===== src/logic/rbps_pkg.sv =====
package rbps_pkg;
	// gpio count
	localparam int GPIO_W = 28;
	localparam int PORT_W = 28;
	// pull enable delay after reset release: window 15..150 us
	localparam int CLK_MHZ = 25;
	localparam int PULL_DLY_MIN_US = 15;
	localparam int PULL_DLY_MAX_US = 150;
	localparam int PULL_DLY_CYC_MIN = PULL_DLY_MIN_US * CLK_MHZ;
	localparam int PULL_DLY_CYC_MAX = PULL_DLY_MAX_US * CLK_MHZ;
	// internal reset process length, inside the window
	localparam int IRST_CYC = PULL_DLY_CYC_MIN;
	localparam int CNT_W = 13;
	localparam logic [CNT_W-1:0] CNT_ZERO = 13'h0000;
	localparam logic [CNT_W-1:0] CNT_ONE = 13'h0001;
	// register offsets
	localparam logic [7:0] REG_PLL_CFG = 8'h00;
	localparam logic [7:0] REG_BOOT_STAT = 8'h04;
	localparam logic [7:0] REG_SECURITY = 8'h08;
	localparam int SEC_OTP_BIT = 5;
	// pll field layout
	localparam int PLL_R_LSB = 0;
	localparam int PLL_R_W = 6;
	localparam int PLL_F_LSB = 8;
	localparam int PLL_F_W = 12;
	localparam int PLL_OD_LSB = 20;
	localparam int PLL_OD_W = 3;
	localparam logic [PLL_R_W-1:0] PLL_R_RST = 6'h00;
	localparam logic [PLL_F_W-1:0] PLL_F_RST = 12'h000;
	localparam logic [PLL_OD_W-1:0] PLL_OD_RST = 3'h0;
	// boot source codes
	localparam logic [1:0] BOOT_SRC_OTP = 2'h3;
	localparam logic [3:0] CLKBLK_RST = 4'h0;
	typedef enum logic [1:0] {RBPS_IN_RESET, RBPS_INTERNAL, RBPS_BOOT} rbps_state_e;
endpackage : rbps_pkg


===== src/logic/rbps_top.sv =====
`timescale 1ns/1ns
`default_nettype none
// Overview of operation
// - hold reset state while the active-low chip reset input is low.
// - all gpio outputs disabled (high impedance) while reset is active.
// - after release run internal reset, then enable gpio pulls within 15-150 us.
// - boot starts at a clock speed chosen by the two boot-speed straps.
// - boot source normally comes from the two upper boot-source strap bits.
// - security bit 5 set forces boot from one-time-programmable memory.
// - pll divider and multiplier fields update on every pll register write.
// - every port attaches to clock block zero at reset.
module rbps_top import rbps_pkg::*; #(
	parameter logic [7:0] BOOT_SRC_MAP = 8'hE4
) (
	input wire logic clk,
	input wire logic rst,
	input wire logic rst_n_pin,
	input wire logic boot_speed_strap_lo,
	input wire logic boot_speed_strap_hi,
	input wire logic [1:0] boot_src_strap,
	input wire logic [7:0] reg_addr,
	input wire logic [31:0] reg_wdata,
	input wire logic reg_wr,
	input wire logic reg_rd,
	output logic [31:0] reg_rdata,
	input wire logic [GPIO_W-1:0] gpio_out_core,
	output logic [GPIO_W-1:0] gpio_oe_n,
	output logic [GPIO_W-1:0] gpio_pull_en,
	output logic [3:0] port_clk_blk,
	output logic core_reset,
	output logic boot_go,
	output logic [1:0] boot_speed,
	output logic [1:0] boot_src,
	output logic [PLL_R_W-1:0] pll_input_divider,
	output logic [PLL_F_W-1:0] pll_multiplier,
	output logic [PLL_OD_W-1:0] pll_output_divider
);

////////////////////////////////////////////////////////////////////////////////
	rbps_state_e state;
	rbps_state_e next_state;
	logic [CNT_W-1:0] cnt;
	logic [CNT_W-1:0] next_cnt;
	logic pull_on;
	logic otp_force;
	logic [1:0] strap_src;
	logic [1:0] speed_q;
	logic [1:0] src_q;
	logic in_rst;
	logic done_cnt;
	logic [31:0] rd_mux;

	// pin reset treated as a synchronous level, kept separate from the asynchronous system reset
	assign in_rst = ~rst_n_pin;
	assign done_cnt = (cnt == CNT_ONE);

	always_comb begin
		next_state = state;
		next_cnt = cnt;
		case (state)
			RBPS_IN_RESET: begin
				if (!in_rst) begin
					next_state = RBPS_INTERNAL;
					next_cnt = CNT_W'(IRST_CYC);
				end
			end
			RBPS_INTERNAL: begin
				next_cnt = cnt - CNT_ONE;
				if (done_cnt) begin
					next_state = RBPS_BOOT;
					next_cnt = CNT_ZERO;
				end
			end
			RBPS_BOOT: next_state = RBPS_BOOT;
			default: next_state = RBPS_IN_RESET;
		endcase
		if (in_rst) begin
			next_state = RBPS_IN_RESET;
			next_cnt = CNT_ZERO;
		end
	end

	always_ff @(posedge clk or posedge rst) begin
		if (rst) begin
			state <= RBPS_IN_RESET;
			cnt <= CNT_ZERO;
		end else begin
			state <= next_state;
			cnt <= next_cnt;
		end
	end

////////////////////////////////////////////////////////////////////////////////
	// straps caught on the release edge only; later changes on the pins are ignored
	always_ff @(posedge clk or posedge rst) begin
		if (rst) begin
			speed_q <= 2'h0;
			src_q <= 2'h0;
		end else if (state == RBPS_IN_RESET && !in_rst) begin
			speed_q <= {boot_speed_strap_hi, boot_speed_strap_lo};
			src_q <= boot_src_strap;
		end
	end

	logic [7:0] sec_reg;
	logic [31:0] pll_reg;

	assign otp_force = sec_reg[SEC_OTP_BIT];
	assign strap_src = BOOT_SRC_MAP[{src_q, 1'b0} +: 2];
	assign pull_on = (state == RBPS_BOOT);

	always_ff @(posedge clk or posedge rst) begin
		if (rst) begin
			boot_speed <= 2'h0;
			boot_src <= 2'h0;
			boot_go <= 1'b0;
			core_reset <= 1'b1;
		end else begin
			boot_speed <= speed_q;
			boot_src <= otp_force ? BOOT_SRC_OTP : strap_src;
			boot_go <= pull_on;
			core_reset <= ~pull_on;
		end
	end

////////////////////////////////////////////////////////////////////////////////
	// registers; the pll and security registers both survive a pin reset for the host's sake
	always_ff @(posedge clk or posedge rst) begin
		if (rst) begin
			pll_reg <= 32'h00000000;
			sec_reg <= 8'h00;
		end else if (reg_wr) begin
			if (reg_addr == REG_PLL_CFG)
				pll_reg <= reg_wdata;
			if (reg_addr == REG_SECURITY)
				sec_reg <= reg_wdata[7:0];
		end
	end

	assign pll_input_divider = pll_reg[PLL_R_LSB +: PLL_R_W];
	assign pll_multiplier = pll_reg[PLL_F_LSB +: PLL_F_W];
	assign pll_output_divider = pll_reg[PLL_OD_LSB +: PLL_OD_W];

	assign rd_mux = (reg_addr == REG_PLL_CFG) ? {9'h000, pll_output_divider, pll_multiplier, 2'h0, pll_input_divider} :
		(reg_addr == REG_BOOT_STAT) ? {24'h000000, boot_go, pull_on, boot_src, 2'h0, boot_speed} :
		(reg_addr == REG_SECURITY) ? {24'h000000, sec_reg} : 32'h00000000;

	always_ff @(posedge clk or posedge rst) begin
		if (rst)
			reg_rdata <= 32'h00000000;
		else
			reg_rdata <= reg_rd ? rd_mux : 32'h00000000;
	end

////////////////////////////////////////////////////////////////////////////////
	logic drive_ok;
	assign drive_ok = pull_on;

	genvar gi;
	generate
		for (gi = 0; gi < GPIO_W; gi++) begin : g_gpio
			// high impedance until boot; core may drive afterwards
			assign gpio_oe_n[gi] = ~(drive_ok & gpio_out_core[gi]);
			assign gpio_pull_en[gi] = pull_on;
		end
	endgenerate

	assign port_clk_blk = CLKBLK_RST;

////////////////////////////////////////////////////////////////////////////////
	// cycles spent in the internal reset process, read only by the window check below
	logic [CNT_W-1:0] rel_cnt;

	always_ff @(posedge clk or posedge rst) begin
		if (rst)
			rel_cnt <= CNT_ZERO;
		else if (state == RBPS_IN_RESET)
			rel_cnt <= CNT_ZERO;
		else if (state == RBPS_INTERNAL)
			rel_cnt <= rel_cnt + CNT_ONE;
	end

	// reset hold and pad state
	a_reset_hiz: assert property (
		@(posedge clk) disable iff (rst) (state != RBPS_BOOT) |-> (&gpio_oe_n)
	) else $error("gpio driven during reset");
	a_reset_hold: assert property (
		@(posedge clk) disable iff (rst) in_rst |=> (state == RBPS_IN_RESET)
	) else $error("left reset while pin low");
	a_in_rst_cnt: assert property (
		@(posedge clk) disable iff (rst) in_rst |=> (cnt == CNT_ZERO)
	) else $error("counter runs in reset");
	a_core_rst_out: assert property (
		@(posedge clk) disable iff (rst) (state != RBPS_BOOT) |=> core_reset
	) else $error("core released before boot");
	a_boot_go_inv: assert property (
		@(posedge clk) disable iff (rst) boot_go == ~core_reset
	) else $error("boot go not inverse of core reset");
	a_hiz_pin: assert property (
		@(posedge clk) disable iff (rst) in_rst |=> (&gpio_oe_n)
	) else $error("gpio driven after pin reset");
	a_oe_follow: assert property (
		@(posedge clk) disable iff (rst) (state == RBPS_BOOT) |-> (gpio_oe_n == ~gpio_out_core)
	) else $error("gpio enable not following core");

	// internal reset process and pull enable window
	a_pull_delay: assert property (
		@(posedge clk) disable iff (rst) (state == RBPS_IN_RESET && !in_rst) ##1 (!in_rst)[*8] |-> !pull_on
	) else $error("pulls too early");
	a_pull_bound: assert property (
		@(posedge clk) disable iff (rst) $rose(state == RBPS_INTERNAL) |-> ##[1:400] (pull_on || in_rst)
	) else $error("pulls late");
	a_pull_window: assert property (
		@(posedge clk) disable iff (rst) $rose(pull_on) |->
			(rel_cnt >= CNT_W'(PULL_DLY_CYC_MIN) && rel_cnt <= CNT_W'(PULL_DLY_CYC_MAX))
	) else $error("pull enable outside window");
	a_cnt_load: assert property (
		@(posedge clk) disable iff (rst) (state == RBPS_IN_RESET && !in_rst) |=> (cnt == CNT_W'(IRST_CYC))
	) else $error("internal reset length wrong");
	a_cnt_down: assert property (
		@(posedge clk) disable iff (rst) (state == RBPS_INTERNAL && !done_cnt && !in_rst) |=> (cnt == $past(cnt) - CNT_ONE)
	) else $error("counter not counting down");
	a_boot_enter: assert property (
		@(posedge clk) disable iff (rst) (state == RBPS_INTERNAL && done_cnt && !in_rst) |=> (state == RBPS_BOOT)
	) else $error("boot not entered");
	a_no_early_boot: assert property (
		@(posedge clk) disable iff (rst) (state == RBPS_INTERNAL && !done_cnt) |=> (state != RBPS_BOOT)
	) else $error("boot entered early");
	a_pull_all: assert property (
		@(posedge clk) disable iff (rst) gpio_pull_en == {GPIO_W{pull_on}}
	) else $error("pull enables differ");
	a_no_pull_rst: assert property (
		@(posedge clk) disable iff (rst) in_rst |=> (gpio_pull_en == {GPIO_W{1'b0}})
	) else $error("pulls on in reset");

	// boot speed and source
	a_speed_out: assert property (
		@(posedge clk) disable iff (rst) 1'b1 |=> (boot_speed == $past(speed_q))
	) else $error("boot speed wrong");
	a_speed_in_boot: assert property (
		@(posedge clk) disable iff (rst) (state == RBPS_BOOT) |-> (boot_speed == speed_q)
	) else $error("boot speed not held in boot");
	a_boot_stay: assert property (
		@(posedge clk) disable iff (rst) (state == RBPS_BOOT && !in_rst) |=> (state == RBPS_BOOT)
	) else $error("boot state left");
	a_core_rel: assert property (
		@(posedge clk) disable iff (rst) (state == RBPS_BOOT) |=> !core_reset
	) else $error("core not released in boot");
	a_boot_go_rise: assert property (
		@(posedge clk) disable iff (rst) $rose(boot_go) |-> $past(pull_on)
	) else $error("boot go without boot state");
	a_stat_read: assert property (
		@(posedge clk) disable iff (rst) (reg_rd && reg_addr == REG_BOOT_STAT) |=> (reg_rdata[1:0] == $past(boot_speed))
	) else $error("status read speed wrong");
	a_strap_src: assert property (
		@(posedge clk) disable iff (rst) !otp_force |=> (boot_src == $past(strap_src))
	) else $error("boot source wrong");
	a_src_map: assert property (
		@(posedge clk) disable iff (rst)
			(!otp_force && !$past(otp_force) && state == RBPS_BOOT && $past(state) == RBPS_BOOT) |-> (boot_src == strap_src)
	) else $error("boot source not from straps");
	a_otp_force: assert property (
		@(posedge clk) disable iff (rst) otp_force |=> (boot_src == BOOT_SRC_OTP)
	) else $error("otp not forced");
	a_sec_write: assert property (
		@(posedge clk) disable iff (rst) (reg_wr && reg_addr == REG_SECURITY) |=> (sec_reg == $past(reg_wdata[7:0]))
	) else $error("security not written");
	a_sec_keep: assert property (
		@(posedge clk) disable iff (rst) !(reg_wr && reg_addr == REG_SECURITY) |=> $stable(sec_reg)
	) else $error("security changed without write");

	// strap capture
	a_speed_hold: assert property (
		@(posedge clk) disable iff (rst) (state == RBPS_BOOT && $past(state) == RBPS_BOOT) |-> $stable(speed_q)
	) else $error("strap resampled");
	a_strap_latch: assert property (
		@(posedge clk) disable iff (rst)
			(state == RBPS_IN_RESET && !in_rst) |=> (speed_q == $past({boot_speed_strap_hi, boot_speed_strap_lo}))
	) else $error("speed straps not caught");
	a_src_latch: assert property (
		@(posedge clk) disable iff (rst) (state == RBPS_IN_RESET && !in_rst) |=> (src_q == $past(boot_src_strap))
	) else $error("source straps not caught");
	a_src_hold: assert property (
		@(posedge clk) disable iff (rst) (state != RBPS_IN_RESET && $past(state) != RBPS_IN_RESET) |-> $stable(src_q)
	) else $error("source straps resampled");

	// pll configuration
	a_pll_write: assert property (
		@(posedge clk) disable iff (rst)
			(reg_wr && reg_addr == REG_PLL_CFG) |=> (pll_multiplier == $past(reg_wdata[PLL_F_LSB +: PLL_F_W]))
	) else $error("pll not updated");
	a_pll_in_write: assert property (
		@(posedge clk) disable iff (rst)
			(reg_wr && reg_addr == REG_PLL_CFG) |=> (pll_input_divider == $past(reg_wdata[PLL_R_LSB +: PLL_R_W]))
	) else $error("pll input divider not updated");
	a_pll_od_write: assert property (
		@(posedge clk) disable iff (rst)
			(reg_wr && reg_addr == REG_PLL_CFG) |=> (pll_output_divider == $past(reg_wdata[PLL_OD_LSB +: PLL_OD_W]))
	) else $error("pll output divider not updated");
	a_pll_keep: assert property (
		@(posedge clk) disable iff (rst) !(reg_wr && reg_addr == REG_PLL_CFG) |=> $stable(pll_reg)
	) else $error("pll changed without write");
	a_pll_read: assert property (
		@(posedge clk) disable iff (rst)
			(reg_rd && reg_addr == REG_PLL_CFG) |=> (reg_rdata[PLL_F_LSB +: PLL_F_W] == $past(pll_multiplier))
	) else $error("pll read wrong");

	// port clocking
	a_clk_blk: assert property (
		@(posedge clk) disable iff (rst) port_clk_blk == CLKBLK_RST
	) else $error("clock block not zero");
	a_clk_blk_rst: assert property (
		@(posedge clk) disable iff (rst) in_rst |-> (port_clk_blk == CLKBLK_RST)
	) else $error("clock block not zero in reset");

endmodule : rbps_top
`default_nettype wire


===== config.mk =====
export PLATFORM = sky130hd
export DESIGN_NAME = rbps_top
export DESIGN_NICKNAME = d
export VERILOG_FILES = /design/src/logic/rbps_pkg.sv /design/src/logic/rbps_top.sv
export SDC_FILE = /design/constraint.sdc
export NUM_CORES = 1
export LEC_CHECK = 0
export ABC_AREA = 0
export BUFFER_PORTS_ARGS = -buffer_cell sky130_fd_sc_hd__buf_2
export CAP_MARGIN = 30
export CELL_PAD_IN_SITES_DETAIL_PLACEMENT = 1
export CELL_PAD_IN_SITES_GLOBAL_PLACEMENT = 1
export CORE_MARGIN = 1
export CORE_UTILIZATION = 30
export DETAILED_ROUTE_END_ITERATION = 8
export HOLD_SLACK_MARGIN = 0.06
export PLACE_DENSITY = 0.83
export SLEW_MARGIN = 5
export SYNTH_ARGS = -nofsm -noshare
export SYNTH_HDL_FRONTEND = slang
export SYNTH_SLANG_ARGS = --single-unit

===== constraint.sdc =====
create_clock -name clk -period 2.7 [get_ports clk]
set_input_delay 0 -clock clk [delete_from_list [all_inputs] [get_ports clk]]
set_output_delay 0 -clock clk [all_outputs]
set_load 0.005 [all_outputs]

==> impl_metrics.ini <==
[global_routing]
gr-total-overflow = 0
grt_pass1_wl_um = 16780
track_usage_pct = 16.94
antenna_found_initial = 0
grt_max_degree = 60
grt_pass1_vias = 3235

[sta]
tns_ns = 0
setup_slack_ns = 0.5209
tightest_slew_ns = 0.9107
hold_viol = 0
finalSetupViolCount = 0
whs_ns = 0.1245
rsz0062_at_grt = false
fin_skew_ns = 0.004667
clock.fmax_mhz = 458.9
slew_headroom_pct = 39.00
slew_viol_final = 0
min_period_ns = 2.179
timing.final.crit_share_pct = 80.71

[pwr]
seq_power_share_pct = 37.5
switching_share_pct = 33.78
p_switching_mw = 1.350
p_comb_share_pct = 32.3
p_leak_nw = 2.647
vdd_drop_max_uv = 297.4
power_density_nw_per_um2 = 790.9
clkPwrFrac_pct = 30.2
power.internal_mw = 2.646

[worst_setup_path]
crit_chain = inv_1 > ha_1 > nor4b_1 > a31oi_1 > a22o_1 > a21o_1
crit_arrival_ns = 2.40
critPathMaxStageDelay_ns = 0.48
cp-end-kind = register
worst_setup_path_start_kind = register
critical_path_class = reg2reg
slowest_stage = nor4b_1
cp_max_fo = 11
crit_required_ns = 2.92

[yosys]
syn_area_um2 = 3641
synth_area_leader_cell = dfrtp_1
synth_top_area_share_pct = 52.23
synthCells = 328
synth.distinct_cells = 48
ys_warn_count = 0
async_flop_share_pct = 100.0
ys_top_cells_by_area = dfrtp_1 (52%), mux2_2 (11%), buf_4 (8.5%)
avgSynthCellArea_um2 = 11.10
synth_edf_count = 0
ys.flop_type = dfrtp_1
yosysSeqAreaShare_pct = 52.96
ys_ff_latch = 77

[final_layout]
syn_to_final_growth_pct = 38.76
drive_above_1_share_pct = 47.28
largest_register_ff_count = 23
antennaDiodeCount = 0
regArea_um2 = 1928
multi_input_area_um2 = 1378
fin_cells = 657
nNetsFinal = 591
fill_cells = 1306

[clocking]
h-tree-depth = 3
clk_pin_slew_ns = 0.06
cts_buffer_depth = 2
worstSkewPairLatency_ns = 0.33
post_cts_buffers = 0
clock-sinks = 77
cts_tree = done
cts_root_buf = clkbuf_16
numCtsBuffers = 9

[drt]
dr.pass1.iters = 6
vias = 3068
vias_per_cell = 4.670
wirelength_um = 10270
ant_nets = 0
wl_per_cell_um = 15.63
drt_iter0_drc = 154
drc = 12

[floorplan]
core-area_um2 = 11610
die_w_um = 112.2
initial_core_util_pct = 31.35
dieArea_um2 = 12580
dieHeight_um = 112.2
fp-row-count = 39
io-pin-count = 196

[status]
status = finished, violations left
violations = DRC

[place]
preCtsSetupSlack_ns = 0.5389
portBuffers = 173
gp_congestion = 0.8455
dpl.hpwl_um = 7106
dp_cells = 611

[worst_hold_path]
min_path_type = in2reg

[run]
max-cap-violations = 0
-- layout by cell type, fill, tap and decap left out, drive strengths merged, types with 3 or more instances in the layout --
| cell | synthesis | routed |
|---|---|---|
| a21oi | 6 | 6 |
| a31oi | 5 | 5 |
| and2 | 19 | 19 |
| buf | 44 | 182 |
| clkbuf | 10 | 9 |
| clkinv | 0 | 3 |
| conb | 1 | 13 |
| dfrtp | 76 | 76 |
| dlygate4sd3 | 0 | 30 |
| ha | 5 | 5 |
| inv | 6 | 7 |
| mux2 | 34 | 34 |
| mux2i | 7 | 7 |
| nand2 | 38 | 38 |
| nand3 | 4 | 4 |
| nor2 | 17 | 17 |
| nor2b | 4 | 4 |
| nor3 | 8 | 8 |
| nor4 | 4 | 4 |
| o21ai | 3 | 3 |
| o31ai | 3 | 3 |
| or4 | 4 | 4 |
-- path summary, 6_finish.rpt --
kind | to | slack [ns] | cells after the start | startpoint
hold reg to reg | boot_speed[0] | 0.37 | 0 | speed_q[0]
max in group asynchronous | reg_rdata[6] | 1.73 | 5 | rst
setup / recovery | cnt[10] | 0.52 | 6 | cnt[1]
min in group asynchronous | pll_reg[11] | 0.20 | 3 | rst
hold / removal | reg_rdata[2] | 0.12 | 3 | reg_addr[3]
setup reg to reg | cnt[10] | 0.52 | 6 | cnt[1]
-- critical path: cells and delay by family (launching register included) --
family          cells  cell delay (ns)
compound gates      3             0.92
buf+inv             1             0.09
simple gates        1             0.48
fa+ha+maj           1             0.16
flops               1             0.42
-- cell families (layout without fill, tap and decap cells) --
family | count (synthesis) | after routing | share of synthesized area, %
other cells | 1 | 13 | 0.1030
compound gates | 35 | 35 | 6.839
fa+ha+maj | 5 | 5 | 1.718
mux | 41 | 41 | 12.44
buf+inv | 60 | 234 | 10.45
flops | 77 | 77 | 52.96
simple gates | 109 | 109 | 15.50
-- routing by layer --
layer / routed length, um / up-vias / track usage (%) / share of wire, %
li1: - / 1441 / - / -
met1: 4296 / 1539 / 20.64 / 42
met2: 5416 / 77 / 30.52 / 53
met3: 433 / 11 / 3.186 / 4.2
met4: 120 / 0 / 4.800 / 1.2
met5: 0 / - / 0 / 0
-- power groups by stage --
stage	Clock [mW]	Sequential (mW)	Combinational, mW
floorplan	0	1.47	0.965
global placement	0	1.50	1.19
detailed placement	0	1.52	1.26
CTS	1.24	1.50	1.30
global route	1.29	1.53	1.44
finish	1.21	1.50	1.29
-- cells in the mapped netlist, types with 5 or more instances --
master / instances
a31oi_1: 5
inv_1: 6
nor3_1: 8
nor2_1: 17
mux2i_1: 7
a21oi_1: 6
dfrtp_1: 76
clkbuf_1: 10
nand2_1: 38
ha_1: 5
and2_1: 19
buf_4: 41
mux2_2: 34
-- final cells by class --
cell class | count | share of cell area, %
clock buffer | 9 | 4.458
clock inverter | 7 | 1.436
inverter | 6 | 0.4705
multi-input combinational | 203 | 27.27
sequential | 77 | 38.16
tap | 143 | 3.541
timing repair buffer | 212 | 24.67
-- what timing repair did --
item	4_1_cts	5_1_grt
hold buffers	30	0
endpoints found under the hold margin	100	0
gates resized for setup	0	0
-- through the flow --
| step | utilization, % | power, mW | instance area [um2] |
|---|---|---|---|
| after floorplan | - | 2.434 | 3686 |
| after global placement | 38.18 | 2.694 | 4434 |
| after detailed placement | 38.35 | 2.773 | 4454 |
| after CTS | 43.50 | 4.044 | 5052 |
| after global routing | 43.50 | 4.264 | 5052 |
| final | 43.50 | 3.996 | 5052 |
Power figures use the tool's default switching activity.
